File: config.mk
export PLATFORM = sky130hd
export DESIGN_NAME = reset_and_power_down_control
export DESIGN_NICKNAME = d
export VERILOG_FILES = /design/src/common/rpd_pkg.sv /design/src/verilog/machine_cycle_timer.sv /design/src/verilog/reset_and_power_down_control.sv
export SDC_FILE = /design/constraint.sdc
export NUM_CORES = 1
export LEC_CHECK = 0
export BUFFER_PORTS_ARGS = -buffer_cell sky130_fd_sc_hd__buf_2
export CORE_MARGIN = 5
export CORE_UTILIZATION = 30
export DETAILED_ROUTE_END_ITERATION = 12
export PLACE_DENSITY = 0.57
export SLEW_MARGIN = 40
export SYNTH_ARGS = -nofsm -noshare
export SYNTH_HDL_FRONTEND = slang
export SYNTH_HIERARCHICAL = 1
export SYNTH_SLANG_ARGS = --single-unit
File: constraint.sdc
create_clock -name clock -period 4.85 [get_ports clock]
set_input_delay 0.485 -clock clock [delete_from_list [all_inputs] [get_ports clock]]
set_output_delay 0.485 -clock clock [all_outputs]
set_load 0.03 [all_outputs]
File: src/common/rpd_pkg.sv
package rpd_pkg;

    // Register byte offsets on the APB bus.
    localparam logic [7:0] ADDR_POWER_CONTROL = 8'h00;
    localparam logic [7:0] ADDR_STACK_POINTER = 8'h04;
    localparam logic [7:0] ADDR_SERIAL_BUFFER = 8'h08;
    localparam logic [7:0] ADDR_PORT_LATCH = 8'h0C;
    localparam logic [7:0] ADDR_STATUS = 8'h10;
    localparam logic [7:0] ADDR_GENERAL_REG = 8'h14;

    // Field positions in the power control register.
    localparam int IDLE_BIT = 0;
    localparam int POWER_DOWN_BIT = 1;

    // Field positions in the status register.
    localparam int STAT_MODE_LSB = 0;
    localparam int STAT_RESET_BIT = 2;
    localparam int STAT_OSC_BIT = 3;
    localparam int STAT_CORE_CLK_BIT = 4;

    // Values applied on reset.
    localparam logic [7:0] STACK_RESET = 8'h07;
    localparam logic [7:0] REG_CLEAR = 8'h00;
    localparam logic [31:0] PORT_RESET = 32'hFFFF_FFFF;
    localparam logic [31:0] DATA_ZERO = 32'h0000_0000;

    // Timing: oscillator periods per machine cycle, machine cycles for reset.
    localparam int MC_CLOCKS = 12;
    localparam logic [1:0] RESET_MC = 2'h2;
    localparam logic [1:0] MC_ZERO = 2'h0;
    localparam logic [1:0] MC_ONE = 2'h1;

    typedef enum logic [1:0] {
        MODE_RUN = 2'b00,
        MODE_IDLE = 2'b01,
        MODE_POWER_DOWN = 2'b10,
        MODE_RESET = 2'b11
    } mode_t;

    typedef struct packed {
        logic [3:0] count;
        logic tick;
    } mc_state_t;

    typedef struct packed {
        logic sync1;
        logic sync2;
        mode_t mode;
        logic [1:0] mc_count;
        logic core_reset;
        logic osc_run;
        logic core_clk_en;
        logic [7:0] power_control_reg;
        logic [7:0] stack_pointer_reg;
        logic [7:0] serial_buffer_reg;
        logic [31:0] port_latch;
        logic [7:0] general_reg;
        logic [31:0] prdata;
        logic pready;
        logic pslverr;
    } rpd_state_t;

endpackage : rpd_pkg

File: src/verilog/machine_cycle_timer.sv
`timescale 1ns/100ps
`default_nettype none
module machine_cycle_timer
    import rpd_pkg::*;
#(
    parameter int CLOCKS = MC_CLOCKS
) (
    input wire logic clock, // System clock.
    input wire logic rstn, // Asynchronous reset, active low.
    input wire logic enable, // Count only while the oscillator runs.
    input wire logic clear, // Restart the machine cycle from zero.
    output logic tick // One-cycle pulse at the end of each machine cycle.
);

    localparam logic [3:0] LAST = 4'(CLOCKS - 1);

    mc_state_t s_r;
    mc_state_t s_nxt;

    always_comb begin
        s_nxt = s_r;
        s_nxt.tick = 1'b0;
        if (clear || !enable) begin
            s_nxt.count = 4'h0;
        end else if (s_r.count == LAST) begin
            s_nxt.count = 4'h0;
            s_nxt.tick = 1'b1;
        end else begin
            s_nxt.count = s_r.count + 4'h1;
        end
    end

    always_ff @(posedge clock or negedge rstn) begin
        if (!rstn) begin
            s_r <= '0;
        end else begin
            s_r <= s_nxt;
        end
    end

    assign tick = s_r.tick;

endmodule : machine_cycle_timer
`default_nettype wire

File: src/verilog/reset_and_power_down_control.sv
// Added by the designer: the APB slave port and the placing of the registers.
`timescale 1ns/100ps
`default_nettype none
module reset_and_power_down_control
    import rpd_pkg::*;
#(
    parameter int MACHINE_CLOCKS = MC_CLOCKS
) (
    input wire logic clock, // 20 MHz oscillator clock.
    input wire logic rstn, // Power-on reset, asynchronous, active low.
    input wire logic reset_pin, // External reset pin, active high, asynchronous.
    input wire logic irq_req, // Pending interrupt from the core, same clock.
    input wire logic psel, // APB select.
    input wire logic penable, // APB enable.
    input wire logic pwrite, // APB direction, high for write.
    input wire logic [7:0] paddr, // APB byte address.
    input wire logic [31:0] pwdata, // APB write data.
    output logic [31:0] prdata, // APB read data.
    output logic pready, // APB ready.
    output logic pslverr, // APB error for an unmapped address.
    output logic osc_run, // Oscillator enable, low in power-down.
    output logic core_clk_en, // Core clock enable, low in idle, power-down, reset.
    output logic core_reset, // Internal reset to the core, active high.
    output logic [31:0] port_latch, // Four 8-bit port latches.
    output logic [7:0] stack_pointer // Current stack pointer value.
);

    rpd_state_t s_r;
    rpd_state_t s_nxt;
    logic mc_tick;
    logic pin_high;
    logic setup;
    logic wr;
    logic hit;
    logic [31:0] rd_value;

    machine_cycle_timer #(
        .CLOCKS(MACHINE_CLOCKS)
    ) u_timer (
        .clock(clock),
        .rstn(rstn),
        .enable(s_r.osc_run),
        .clear(!pin_high),
        .tick(mc_tick)
    );

    assign pin_high = s_r.sync2;

    always_comb begin
        hit = 1'b1;
        rd_value = DATA_ZERO;
        case (paddr)
            ADDR_POWER_CONTROL: rd_value[7:0] = s_r.power_control_reg;
            ADDR_STACK_POINTER: rd_value[7:0] = s_r.stack_pointer_reg;
            ADDR_SERIAL_BUFFER: rd_value[7:0] = s_r.serial_buffer_reg;
            ADDR_PORT_LATCH: rd_value = s_r.port_latch;
            ADDR_GENERAL_REG: rd_value[7:0] = s_r.general_reg;
            ADDR_STATUS: begin
                rd_value[STAT_MODE_LSB +: 2] = s_r.mode;
                rd_value[STAT_RESET_BIT] = s_r.core_reset;
                rd_value[STAT_OSC_BIT] = s_r.osc_run;
                rd_value[STAT_CORE_CLK_BIT] = s_r.core_clk_en;
            end
            default: hit = 1'b0;
        endcase
    end

    always_comb begin
        s_nxt = s_r;
        s_nxt.sync1 = reset_pin;
        s_nxt.sync2 = s_r.sync1;

        setup = psel && !penable;
        s_nxt.pready = setup;
        s_nxt.pslverr = setup && !hit;
        s_nxt.prdata = (setup && !pwrite && hit) ? rd_value : DATA_ZERO;
        // APB writes change registers only while the core runs; idle, power-down and reset ignore them.
        wr = psel && penable && pwrite && s_r.pready && !s_r.pslverr
            && (s_r.mode == MODE_RUN);

        // Reset recognition counts machine cycles only while the pin stays high.
        if (!pin_high) begin
            s_nxt.mc_count = MC_ZERO;
            if (s_r.core_reset) begin
                s_nxt.core_reset = 1'b0;
                s_nxt.mode = MODE_RUN;
                s_nxt.core_clk_en = 1'b1;
            end
        end else begin
            s_nxt.osc_run = 1'b1;
            if (mc_tick && s_r.mc_count != RESET_MC) begin
                s_nxt.mc_count = s_r.mc_count + MC_ONE;
            end
        end

        if (pin_high && s_r.mc_count == RESET_MC) begin
            s_nxt.core_reset = 1'b1;
            s_nxt.mode = MODE_RESET;
            s_nxt.core_clk_en = 1'b0;
            s_nxt.osc_run = 1'b1;
            s_nxt.port_latch = PORT_RESET;
            s_nxt.stack_pointer_reg = STACK_RESET;
            s_nxt.power_control_reg = REG_CLEAR;
            s_nxt.general_reg = REG_CLEAR;
        end else begin
            case (s_r.mode)
                MODE_RUN: begin
                    if (wr) begin
                        case (paddr)
                            ADDR_STACK_POINTER: s_nxt.stack_pointer_reg = pwdata[7:0];
                            ADDR_SERIAL_BUFFER: s_nxt.serial_buffer_reg = pwdata[7:0];
                            ADDR_PORT_LATCH: s_nxt.port_latch = pwdata;
                            ADDR_GENERAL_REG: s_nxt.general_reg = pwdata[7:0];
                            ADDR_POWER_CONTROL: begin
                                s_nxt.power_control_reg = pwdata[7:0];
                                if (pwdata[POWER_DOWN_BIT]) begin
                                    s_nxt.mode = MODE_POWER_DOWN;
                                    s_nxt.osc_run = 1'b0;
                                    s_nxt.core_clk_en = 1'b0;
                                end else if (pwdata[IDLE_BIT]) begin
                                    s_nxt.mode = MODE_IDLE;
                                    s_nxt.core_clk_en = 1'b0;
                                end
                            end
                            default: begin
                            end
                        endcase
                    end
                end
                MODE_IDLE: begin
                    if (irq_req) begin
                        s_nxt.mode = MODE_RUN;
                        s_nxt.core_clk_en = 1'b1;
                        s_nxt.power_control_reg[IDLE_BIT] = 1'b0;
                    end
                end
                MODE_POWER_DOWN: begin
                    // Interrupts are ignored; only the reset path above leaves here.
                    s_nxt.core_clk_en = 1'b0;
                    // A pin pulse too short for a reset lets the oscillator stop again.
                    if (!pin_high) begin
                        s_nxt.osc_run = 1'b0;
                    end
                end
                MODE_RESET: begin
                    // The pin branch above releases the core once the pin falls.
                end
                default: s_nxt.mode = MODE_RUN;
            endcase
        end
    end

    always_ff @(posedge clock or negedge rstn) begin
        if (!rstn) begin
            s_r <= '0;
            s_r.mode <= MODE_RUN;
            s_r.osc_run <= 1'b1;
            s_r.core_clk_en <= 1'b1;
            s_r.stack_pointer_reg <= STACK_RESET;
            s_r.port_latch <= PORT_RESET;
        end else begin
            s_r <= s_nxt;
        end
    end

    assign prdata = s_r.prdata;
    assign pready = s_r.pready;
    assign pslverr = s_r.pslverr;
    assign osc_run = s_r.osc_run;
    assign core_clk_en = s_r.core_clk_en;
    assign core_reset = s_r.core_reset;
    assign port_latch = s_r.port_latch;
    assign stack_pointer = s_r.stack_pointer_reg;

endmodule : reset_and_power_down_control
`default_nettype wire
==> reports/metrics.csv, run 1 <==
stage;metric;value;unit
status;status;complete, no violations;
global_route;antenna_found_initial;1;
logic_synthesis;synth_top_family_by_area;simple AND/OR/NAND/NOR gates;
cells_and_area;drive_gt1_frac;0.3561;
timing;slew_headroom;0.4979;
power;p_leak;2.831;nW
logic_synthesis;synth_edf_count;0;
critical_path;cp-end-kind;flip-flop;
logic_synthesis;synth_fa_ha_area_frac;0.004512;
floorplan;core-area;18090;um2
power;p_seq_frac;0.540;
power;p_comb_frac;0.056;
clock_tree;cts_tree;built;
global_route;grt_usage;0.1348;
cells_and_area;final_cells;799;
clock_tree;clock-sinks;112;
power;total_power;0.001747;W
logic_synthesis;syn_inst;537;
logic_synthesis;ys_warn_count;6;
logic_synthesis;yosys_most_used_dff;dfrtp_1;
critical_path;critical_path_class;flip-flop to flip-flop;
timing;period_minus_slack;2.376;ns
clock_tree;clk_path_buf_depth;2;
critical_path;crit_fanout;42;
timing;finalCritPeriodShare;0.4899;
global_route;grt_pass1_wl;22960;um
logic_synthesis;synth-xor-area-share;0.001579;
timing;hold_viol_final;0;
clock_tree;cts_hold_buf;0;
placement;finalWeightedCongestion;0.7668;
logic_synthesis;synth_compound_area_frac;0.07986;
power;power_switching;0.0004243;W
power;power_density;288.1;nW/um2
logic_synthesis;synthMuxAreaShare;0.08504;
clock_tree;cts_setup_buffers;0;
placement;dp_hpwl;9825;um
logic_synthesis;yosysTopAreaCell;dfrtp_1;
cells_and_area;fin_util;0.3354;
global_route;gr-total-overflow;0;
drt;wl;14300;um
floorplan;die_y;146.0;um
global_route;first_global_vias;4012;
drt;dr.pass1.iters;4;
timing;setup_tns;0;ns
timing;maxSlewViolCount;0;
drt;wl_per_cell;17.90;um
logic_synthesis;synthTopCellsByArea;dfrtp_1 (34%), dfstp_2 (18%), buf_4 (9.7%);
floorplan;fp.dieW;146.0;um
clock_tree;cts_resized;0;
clock_tree;root_buffer;clkbuf_16;
power;intPower;0.001323;W
critical_path;start_kind;flip-flop;
critical_path;required;5.09;ns
clock_tree;clkTransAtPathRegs;0.07;ns
power;p_clk_frac;0.404;
placement;port_buffers;123;
clock_tree;cts-buffers-inserted;9;
logic_synthesis;synth_top_cell_area_share;0.3384;
cells_and_area;syn2layout_area_growth;9.362;%
logic_synthesis;ys_types;47;
hold_path;min_path_type;input port to async pin;
logic_synthesis;ys_seq_area_frac;0.5136;
cells_and_area;layout_common_cells;buf_2 (122), dfrtp_1 (75), nand3_1 (74);
floorplan;ios;124;
timing;fmax;420.8;MHz
global_route;grt_max_degree;70;
power;ir_worst_vdd;0.0002026;V
timing;fin_worst_skew;0.008458;ns
logic_synthesis;synth.cell_area;5547;um2
cells_and_area;layout.nets;614;
logic_synthesis;syn-num-nets;586;
drt;drc_errors;0;
timing;worst_pin_slew;0.7475;ns
flow_run;cap_violations;0;
floorplan;start_util;0.3067;
logic_synthesis;syn_area_per_cell;10.33;um2
critical_path;critPathArrivalTime;2.61;ns
timing;setup_viol;0;
logic_synthesis;async_flop_share;1.000;
drt;viasPerCell;4.904;
drt;vias;3918;
placement;dpl.cell_count;783;
logic_synthesis;synth_seq_cells;112;
timing;rsz0062_at_grt;false;
floorplan;die-area;21310;um2
power;p_sw_frac;0.2428;
clock_tree;cts-htree-levels;3;
clock_tree;insertion_delay;0.36;ns
drt;final_antenna_net_count;0;
drt;drt_iter0_markers;231;
cells_and_area;layout_commonest_cell;buf_2;
floorplan;rows;49;
cells_and_area;antenna_cells;0;
logic_synthesis;synthSimpleGateAreaFrac;0.1832;
cell type report:
type                            count  area, um2
Fill cell                        1833      12020
Sequential cell                   112       2849
Multi-Input combinational cell    307       1973
Timing Repair Buffer              127      651.9
Tap cell                          229      286.5
Clock buffer                       10      229.0
Clock inverter                      6      46.29
Inverter                            8      30.03
synth_stat cells (2+ instances only):
cell	n
nand2_1	12
or3_1	2
inv_1	7
buf_6	2
nor2b_1	4
buf_4	72
dfstp_2	37
o22ai_1	4
o21ai_0	44
nand3b_1	3
buf_1	3
nor4_1	2
dfrtp_1	75
a221oi_1	2
a22oi_1	3
mux2_2	3
clkbuf_1	29
buf_2	4
mux4_2	3
and4b_1	2
a22o_1	2
nor2_1	37
mux2_4	8
mux2i_1	25
nand3_1	74
nand4_1	3
and2_1	29
nor4b_1	2
nand2b_1	5
ha_1	2
nor3_1	4
a21oi_1	17
a21o_1	2
routing by layer:
layer | vias up | wire length [um] | GRT usage
li1 | 1819 | - | -
met3 | 22 | 800 | 0.03519
met4 | 2 | 318 | 0.04986
met1 | 1936 | 6219 | 0.1675
met2 | 139 | 6949 | 0.2263
met5 | - | 13 | 0
through the flow:
stage / instance area (um2) / hold slack [ns] / setup slack (ns)
after floorplan: 5547 / 0.1894 / 2.692
after global placement: 5779 / 0.3341 / 2.239
after detailed placement: 5788 / 0.3370 / 2.174
after CTS: 6063 / 0.1554 / 2.502
after global routing: 6066 / 0.1892 / 2.349
final: 6066 / 0.1119 / 2.474
critical path: stages, from the launching register on:
cell      delay, ns
dfrtp_1        0.50
nor3b_4        0.30
nand4b_2       0.13
buf_4          0.28
nor4_4         0.68
mux2_4         0.35
power groups by stage:
| stage | sequential [W] | clock [W] | combinational, W |
|---|---|---|---|
| final | 0.000944 | 0.000705 | 0.0000983 |
| after global routing | 0.000945 | 0.000770 | 0.000109 |
| after CTS | 0.000944 | 0.000732 | 0.0000996 |
| after detailed placement | 0.000961 | 0 | 0.0000992 |
| after global placement | 0.000960 | 0 | 0.0000971 |
| after floorplan | 0.000962 | 0 | 0.0000401 |
logic make-up (layout without fill, tap and decap cells):
group                    count (synthesis)  in the layout
buffers and inverters                  118            151
flip-flops                             112            112
AND/OR/NAND/NOR                        186            186
XOR/XNOR                                 1              1
adder cells (fa/ha/maj)                  2              2
AO/OA/AOI/OAI                           79             79
multiplexers                            39             39
worst paths after layout:
check | cells after the start | start | endpoint | slack [ns]
max | 5 | s_r[104] | s_r[79] | 2.47
min | 1 | rstn | prdata[29] | 0.11
max reg2reg | 5 | s_r[104] | s_r[79] | 2.47
min reg2reg | 0 | s_nxt[105] | pin_high | 0.35
max in group asynchronous | 2 | rstn | port_latch[6] | 3.68
min in group clock | 1 | reset_pin | s_nxt[105] | 0.24
No activity file was read; power rests on OpenSTA's default activity.
==> inputs of run 2 (changes only) <==
--- a/config.mk
+++ b/config.mk
@@ -5,11 +5,12 @@
 export SDC_FILE = /design/constraint.sdc
 export NUM_CORES = 1
 export LEC_CHECK = 0
+export ABC_AREA = 1
 export BUFFER_PORTS_ARGS = -buffer_cell sky130_fd_sc_hd__buf_2
 export CORE_MARGIN = 5
 export CORE_UTILIZATION = 30
 export DETAILED_ROUTE_END_ITERATION = 12
-export PLACE_DENSITY = 0.57
+export PLACE_DENSITY = 0.59
 export SLEW_MARGIN = 40
 export SYNTH_ARGS = -nofsm -noshare
 export SYNTH_HDL_FRONTEND = slang
==> constraint.sdc (replaced) <==
create_clock -name clock -period 2.1 [get_ports clock]
set_input_delay 0.21 -clock clock [delete_from_list [all_inputs] [get_ports clock]]
set_output_delay 0.21 -clock clock [all_outputs]
set_load 0.03 [all_outputs]
==> run 2 against run 1 <==
- global-route usage up 0.68 points
- sequential share of layout area down 1.5 points
- area after synthesis up 1.4%
- critical path type unchanged
- largest cell class unchanged
- largest power group unchanged
==> reports/metrics.csv, run 2 <==
stage;metric;value;unit;change
logic_synthesis;yosysTopAreaCell;dfrtp_1;;
logic_synthesis;syn-num-nets;709;;+21%
logic_synthesis;syn_area_per_cell;8.525;um2;-17%
logic_synthesis;synth_top_family_by_area;simple AND/OR/NAND/NOR gates;;
critical_path;critPathArrivalTime;2.13;ns;-0.48 ns
critical_path;crit_top_cell;nor2_1;;
timing;finalCritPeriodShare;0.8832;;+0.3932
logic_synthesis;synthTopCellsByArea;dfrtp_1 (33%), dfstp_2 (17%), nand2_1 (12%);;
critical_path;path_cells;nor2_1 -> nand2_1 -> nor2_1 -> buf_4 -> nand3_1 -> o21ai_0;;
power;power_density;642.8;nW/um2;+120%
timing;rsz0062_at_grt;false;;
drt;wl_per_cell;16.14;um;-9.9%
cells_and_area;final_cells;955;;+20%
floorplan;rows;50;;+2.0%
logic_synthesis;ys_warn_count;6;;unchanged
logic_synthesis;synth_most_common_cell;nand2_1;;
drt;dr.pass1.iters;5;;+1
clock_tree;root_buffer;clkbuf_16;;
flow_run;cap_violations;0;;unchanged
status;status;complete, no violations;;
logic_synthesis;synth_compound_area_frac;0.05915;;-0.02071
clock_tree;cts_setup_buffers;0;;unchanged
critical_path;slowest_stage;dfrtp_1;;
timing;hold_viol_final;0;;unchanged
drt;viasPerCell;4.610;;-6.0%
placement;dpl.cell_count;937;;+20%
floorplan;die-area;21590;um2;+1.3%
drt;final_antenna_net_count;0;;unchanged
logic_synthesis;ys_types;30;;-36%
critical_path;required;2.38;ns;-2.71 ns
clock_tree;clock-sinks;112;;unchanged
floorplan;ios;124;;unchanged
clock_tree;cts-htree-levels;3;;unchanged
global_route;grt_max_degree;49;;-30%
hold_path;min_path_type;input port to flip-flop;;
drt;vias;4403;;+12%
timing;setup_tns;0;ns;unchanged
timing;fin_ws;0.2454;ns;-2.228 ns
global_route;antenna_found_initial;3;;+2
cells_and_area;layout_commonest_cell;nand2_1;;
cells_and_area;antenna_cells;0;;unchanged
clock_tree;clkTransAtPathRegs;0.07;ns;about the same
global_route;grt_usage;0.1416;;+0.006766
floorplan;start_util;0.3028;;-0.003848
timing;fin_worst_skew;0.01193;ns;+0.003471 ns
critical_path;crit_fanout;18;;-57%
placement;finalWeightedCongestion;0.8457;;+10%
global_route;first_global_vias;4329;;+7.9%
critical_path;max_stage_delay;0.38;ns;-0.30 ns
clock_tree;cts-buffers-inserted;9;;unchanged
timing;period_minus_slack;1.855;ns;-0.5215 ns
critical_path;cp-end-kind;flip-flop;;
logic_synthesis;ys_seq_area_frac;0.5063;;-0.007310
power;ir_worst_vdd;0.0004322;V;+110%
logic_synthesis;synth_edf_count;0;;unchanged
logic_synthesis;synthMuxAreaShare;0;;-0.08504
placement;dp_hpwl;11340;um;+15%
placement;port_buffers;123;;unchanged
placement;dp_slack;0.2784;ns;-1.896 ns
logic_synthesis;async_flop_share;1.000;;unchanged
clock_tree;clk_path_buf_depth;2;;unchanged
cells_and_area;drive_gt1_frac;0.3190;;-0.03714
cells_and_area;fillCellCount;1979;;+8.0%
drt;drc_errors;0;;unchanged
drt;wl;15410;um;+7.7%
power;p_leak;2.995;nW;+5.8%
cells_and_area;layout.nets;765;;+25%
logic_synthesis;synth_common_cells;nand2_1 (183), buf_4 (78), dfrtp_1 (75), nand3_1 (75), nor2_1 (46);;
floorplan;die_y;147.0;um;+0.67%
critical_path;critical_path_class;flip-flop to flip-flop;;
timing;slew_headroom;0.5812;;+0.08325
logic_synthesis;synth.cell_area;5627;um2;+1.4%
cells_and_area;layout_common_cells;nand2_1 (182), buf_2 (122), nand3_1 (75), dfrtp_1 (75), nor2_1 (46);;
logic_synthesis;synth-xor-area-share;0.001557;;-0.00002247
logic_synthesis;synth_top_cell_area_share;0.3336;;-0.004816
floorplan;fp.dieW;147.0;um;+0.67%
timing;finalHoldWorstSlack;0.05312;ns;-0.05880 ns
logic_synthesis;synth_fa_ha_area_frac;0.004447;;-0.00006421
global_route;grt_pass1_wl;24150;um;+5.2%
cells_and_area;syn2layout_area_growth;11.45;%;
critical_path;start_kind;flip-flop;;
timing;fmax;539.2;MHz;+28%
logic_synthesis;synthSimpleGateAreaFrac;0.2775;;+0.09435
timing;setup_viol;0;;unchanged
floorplan;core-area;18580;um2;+2.7%
logic_synthesis;yosys_most_used_dff;dfrtp_1;;
timing;maxSlewViolCount;0;;unchanged
drt;drt_iter0_markers;259;;+12%
clock_tree;cts_tree;built;;
logic_synthesis;synth_seq_cells;112;;unchanged
logic_synthesis;syn_inst;660;;+23%
clock_tree;insertion_delay;0.36;ns;about the same
timing;worst_pin_slew;0.6283;ns;-0.1193 ns
global_route;gr-total-overflow;0;;unchanged
run 2: cell types whose count changed in the layout (fill, tap and decap cells not counted), sizes merged, moves of 11 or more:
cell   before  now
mux2i      25    0
nand2      12  189
and2       29    0
buf       127  140
mux2       11    0
inv         9   36
nor2       38   69
run 2: worst max-delay path: cells and delay by family, from the launching register on:
| kind | cells | cell delay [ns] |
|---|---|---|
| flip-flops | 1 | 0.38 |
| buffers and inverters | 1 | 0.32 |
| AND/OR/NAND/NOR | 4 | 0.85 |
| AO/OA/AOI/OAI | 1 | 0.23 |
run 2: where the power goes:
part	total [W]	switching [W]	leakage [nW]	internal, W
clock	0.00167	0.000823	0.140	0.000848
combinational	0.000183	0.000122	1.44	0.0000606
sequential	0.00218	0.00000867	1.42	0.00217
total	0.00403	0.000954	3.00	0.00308
run 2: final timing paths:
path                                 start        endpoint  slack (ns)  depth (start not counted)
min in group asynchronous             rstn         s_r[34]        0.41                          2
max in group asynchronous             rstn  port_latch[22]        0.93                          3
worst min-delay path               penable          pready        0.05                          2
worst max-delay path              s_r[103]         s_r[93]        0.25                          6
worst max register to register    s_r[103]         s_r[93]        0.25                          6
worst min register to register  s_nxt[105]        pin_high        0.36                          0
run 2: layout make-up:
type                       count  area (um2)  share of cell area
multi-input combinational    416        1934              0.3085
timing repair buffer         142       778.2              0.1241
tap                          234       292.8             0.04669
clock buffer                  11       242.7             0.03871
sequential                   112        2849              0.4543
inverter                      35       133.9             0.02135
clock inverter                 5       40.04            0.006385
run 2: metrics by stage:
| step | instance area [um2] | power, W | util |
|---|---|---|---|
| global placement | 5964 | 0.002400 | 0.3210 |
| detailed placement | 5964 | 0.002400 | 0.3210 |
| floorplan | 5627 | 0.002270 | - |
| global route | 6271 | 0.004184 | 0.3375 |
| CTS | 6267 | 0.004082 | 0.3373 |
| finish | 6271 | 0.004031 | 0.3375 |
run 2: what timing repair did:
item / CTS / global route
hold buffers: 2 / 0
resized for setup: 0 / 0
endpoints found under the hold margin: 16 / 0
run 2: logic make-up (layout without fill, tap and decap cells):
family,Yosys count,in the layout
AND/OR/NAND/NOR,349,349
AO/OA/AOI/OAI,64,64
adder cells (fa/ha/maj),2,2
buffers and inverters,132,193
XOR/XNOR,1,1
flip-flops,112,112
run 2: per-layer routing:
layer | GRT usage | share of wire | wire length, um | vias up
met1 | 0.1953 | 0.46 | 7120 | 2097
li1 | - | - | - | 2155
met2 | 0.2104 | 0.45 | 6865 | 122
met3 | 0.04719 | 0.073 | 1121 | 23
met5 | 0 | 0.0020 | 31 | -
met4 | 0.04520 | 0.018 | 270 | 6
==> inputs of run 3 (changes only) <==
--- a/config.mk
+++ b/config.mk
@@ -7,6 +7,7 @@
 export LEC_CHECK = 0
 export ABC_AREA = 1
 export BUFFER_PORTS_ARGS = -buffer_cell sky130_fd_sc_hd__buf_2
+export CORE_ASPECT_RATIO = 1.25
 export CORE_MARGIN = 5
 export CORE_UTILIZATION = 30
 export DETAILED_ROUTE_END_ITERATION = 12
@@ -14,5 +15,4 @@
 export SLEW_MARGIN = 40
 export SYNTH_ARGS = -nofsm -noshare
 export SYNTH_HDL_FRONTEND = slang
-export SYNTH_HIERARCHICAL = 1
 export SYNTH_SLANG_ARGS = --single-unit
==> run 3 against run 2 <==
- via count is 5.2% lower
- first-iteration DRC count is 9.3% higher
- fmax is 5.6% higher
- global-route usage is 0.60 points lower
- largest power group unchanged
==> reports/metrics.csv, run 3 <==
stage;metric;value;unit;change
drt;viasPerCell;4.410;;-4.3%
logic_synthesis;syn_area_per_cell;8.546;um2;+0.25%
logic_synthesis;synthMuxAreaShare;0;;unchanged
global_route;antenna_found_initial;0;;-3
logic_synthesis;syn_inst;655;;-0.76%
flow_run;cap_violations;0;;unchanged
floorplan;ios;124;;unchanged
timing;setup_viol;0;;unchanged
logic_synthesis;synth_edf_count;0;;unchanged
cells_and_area;layout_commonest_cell;nand2_1;;
critical_path;critPathArrivalTime;2.05;ns;-0.08 ns
placement;finalWeightedCongestion;0.8433;;-0.28%
cells_and_area;fin_util;0.3433;;+0.005751
hold_path;min_path_type;input port to flip-flop;;
hold_path;worstHoldEndpoint;pready;;
clock_tree;cts-htree-levels;3;;unchanged
hold_path;hold_depth;2;;unchanged
power;ir_worst_vdd;0.0004973;V;+15%
critical_path;crit_fanout;9;;-9
clock_tree;root_buffer;clkbuf_16;;
drt;drt_iter0_markers;283;;+9.3%
drt;dr.pass1.iters;5;;unchanged
logic_synthesis;ys_seq_area_frac;0.5089;;+0.002603
timing;fin_ws;0.3444;ns;+0.09905 ns
power;p_leak;3.213;nW;+7.3%
floorplan;core-area;18240;um2;-1.9%
logic_synthesis;synth.cell_area;5598;um2;-0.51%
placement;port_buffers;123;;unchanged
drt;wl;14530;um;-5.7%
clock_tree;cts_resized;0;;unchanged
timing;fin_worst_skew;0.01003;ns;-0.001894 ns
timing;rsz0062_at_grt;false;;
logic_synthesis;syn-num-nets;704;;-0.71%
timing;slew_headroom;0.5525;;-0.02870
global_route;gr-total-overflow;0;;unchanged
drt;vias;4172;;-5.2%
critical_path;critical_path_class;flip-flop to flip-flop;;
critical_path;start_kind;flip-flop;;
floorplan;fp.dieW;132.2;um;-10%
floorplan;die_y;162.7;um;+11%
floorplan;rows;55;;+10%
logic_synthesis;synth_seq_cells;112;;unchanged
clock_tree;cts_tree;built;;
floorplan;start_util;0.3070;;+0.004136
logic_synthesis;yosys_most_used_dff;dfrtp_1;;
cells_and_area;finish.instance_area;6260;um2;-0.18%
cells_and_area;layout.nets;762;;-0.39%
logic_synthesis;synth_compound_area_frac;0.03084;;-0.02831
logic_synthesis;synth_common_cells;nand2_1 (209), nand3_1 (76), buf_4 (75), dfrtp_1 (75), nor2_1 (60);;
timing;finalCritPeriodShare;0.8360;;-0.04717
logic_synthesis;synthSimpleGateAreaFrac;0.3084;;+0.03093
global_route;grt_pass1_wl;23130;um;-4.2%
power;total_power;0.004139;W;+2.7%
critical_path;r2r-end;stack_pointer[1];;
global_route;first_global_vias;4213;;-2.7%
logic_synthesis;ys_types;32;;+6.7%
logic_synthesis;ys_warn_count;0;;-6
timing;period_minus_slack;1.756;ns;-0.09905 ns
timing;worst_pin_slew;0.6713;ns;+0.04305 ns
critical_path;rrSetupSlack;0.34;ns;+0.10 ns
logic_synthesis;synthTopCellsByArea;dfrtp_1 (34%), dfstp_2 (17%), nand2_1 (14%);;
clock_tree;cts-buffers-inserted;9;;unchanged
logic_synthesis;synth_fa_ha_area_frac;0.004470;;+0.00002286
placement;dp_hpwl;11000;um;-3.0%
logic_synthesis;yosysTopAreaCell;dfrtp_1;;
placement;dp_slack;0.2934;ns;+0.01507 ns
critical_path;r2r-start;s_r[103];;
drt;wl_per_cell;15.36;um;-4.8%
clock_tree;cts_setup_buffers;0;;unchanged
clock_tree;clkTransAtPathRegs;0.08;ns;about the same
cells_and_area;layout_common_cells;nand2_1 (209), buf_2 (122), nand3_1 (76);;
logic_synthesis;synth-xor-area-share;0.003129;;+0.001573
status;status;complete, no violations;;
global_route;grt_max_degree;50;;+2.0%
cells_and_area;drive_gt1_frac;0.3189;;about the same
critical_path;r2r_cells;8;;+2
logic_synthesis;synth_top_family_by_area;simple AND/OR/NAND/NOR gates;;
floorplan;die-area;21510;um2;-0.40%
drt;final_antenna_net_count;0;;unchanged
cells_and_area;syn2layout_area_growth;11.82;%;
critical_path;required;2.39;ns;about the same
global_route;grt_usage;0.1356;;-0.005964
hold_path;hp-start;penable;;
clock_tree;clk_path_buf_depth;2;;unchanged
cells_and_area;antenna_cells;0;;unchanged
clock_tree;insertion_delay;0.35;ns;about the same
logic_synthesis;synth_top_cell_area_share;0.3353;;+0.001715
clock_tree;clock-sinks;112;;unchanged
logic_synthesis;async_flop_share;1.000;;unchanged
timing;fmax;569.6;MHz;+5.6%
drt;drc_errors;0;;unchanged
power;power_density;661.3;nW/um2;+2.9%
timing;setup_tns;0;ns;unchanged
critical_path;cp-end-kind;flip-flop;;
timing;maxSlewViolCount;0;;unchanged
logic_synthesis;synth_most_common_cell;nand2_1;;
timing;hold_viol_final;0;;unchanged
placement;place_area;5941;um2;-0.40%
-- run 3: cell type report --
class,count,area (um2)
fillers,1907,11980
clock inverters,6,70.07
repair buffers,139,755.7
clock buffers,10,229.0
multi-input cells,418,1942
well taps,228,285.3
inverters,33,128.9
flip-flops and latches,112,2849
-- run 3: how the worst max path moves through the flow --
stage,start,to,slack (ns),cells after the start
2_1_floorplan,pslverr,s_r[40],0.68,8
3_3_place_gp,s_r[103],stack_pointer[1],0.34,8
3_5_place_dp,paddr[7],port_latch[13],0.29,11
4_1_cts,s_r[103],stack_pointer[1],0.34,8
5_1_grt,s_r[103],stack_pointer[1],0.17,8
6_report,s_r[103],stack_pointer[1],0.34,8
-- run 3: through the flow --
| step | hold slack (ns) | std cells |
|---|---|---|
| floorplan | -0.08559 | 655 |
| global placement | 0.2848 | 928 |
| detailed placement | 0.2899 | 928 |
| CTS | 0.04219 | 946 |
| global route | 0.05909 | 946 |
| finish | 0.05341 | 946 |
-- run 3: kinds of logic (layout without fill, tap and decap cells) --
kind of cell / Yosys count / after routing
compound gates: 31 / 31
fa+ha+maj: 2 / 2
flops: 112 / 112
buf+inv: 125 / 188
simple gates: 383 / 383
xor+xnor: 2 / 2
-- run 3: power breakdown --
| group | switching [W] | internal [W] |
|---|---|---|
| clock network | 0.000807 | 0.000936 |
| logic | 0.000140 | 0.0000664 |
| registers | 0.0000125 | 0.00218 |
| total | 0.000959 | 0.00318 |
-- run 3: per-layer routing --
layer,GRT usage,routed length [um],vias up,part of all wire
met4,0.04907,246,0,0.017
met3,0.02658,686,12,0.047
met5,0,0,-,0
met2,0.2370,7521,104,0.52
li1,-,-,2099,-
met1,0.1662,6078,1957,0.42
-- run 3: worst max-delay path, cell delays in order, from the launching register on --
cell     delay [ns]
dfrtp_1        0.45
nor2_1         0.13
nand2_1        0.07
nor2_2         0.26
buf_4          0.24
inv_1          0.06
o21ai_0        0.31
nor2_1         0.08
nor2_1         0.10
-- run 3: timing repair --
| item | CTS | global route |
|---|---|---|
| hold buffers | 2 | 0 |
| hold endpoints to repair | 27 | 0 |
| endpoints found under the setup margin | 0 | 0 |
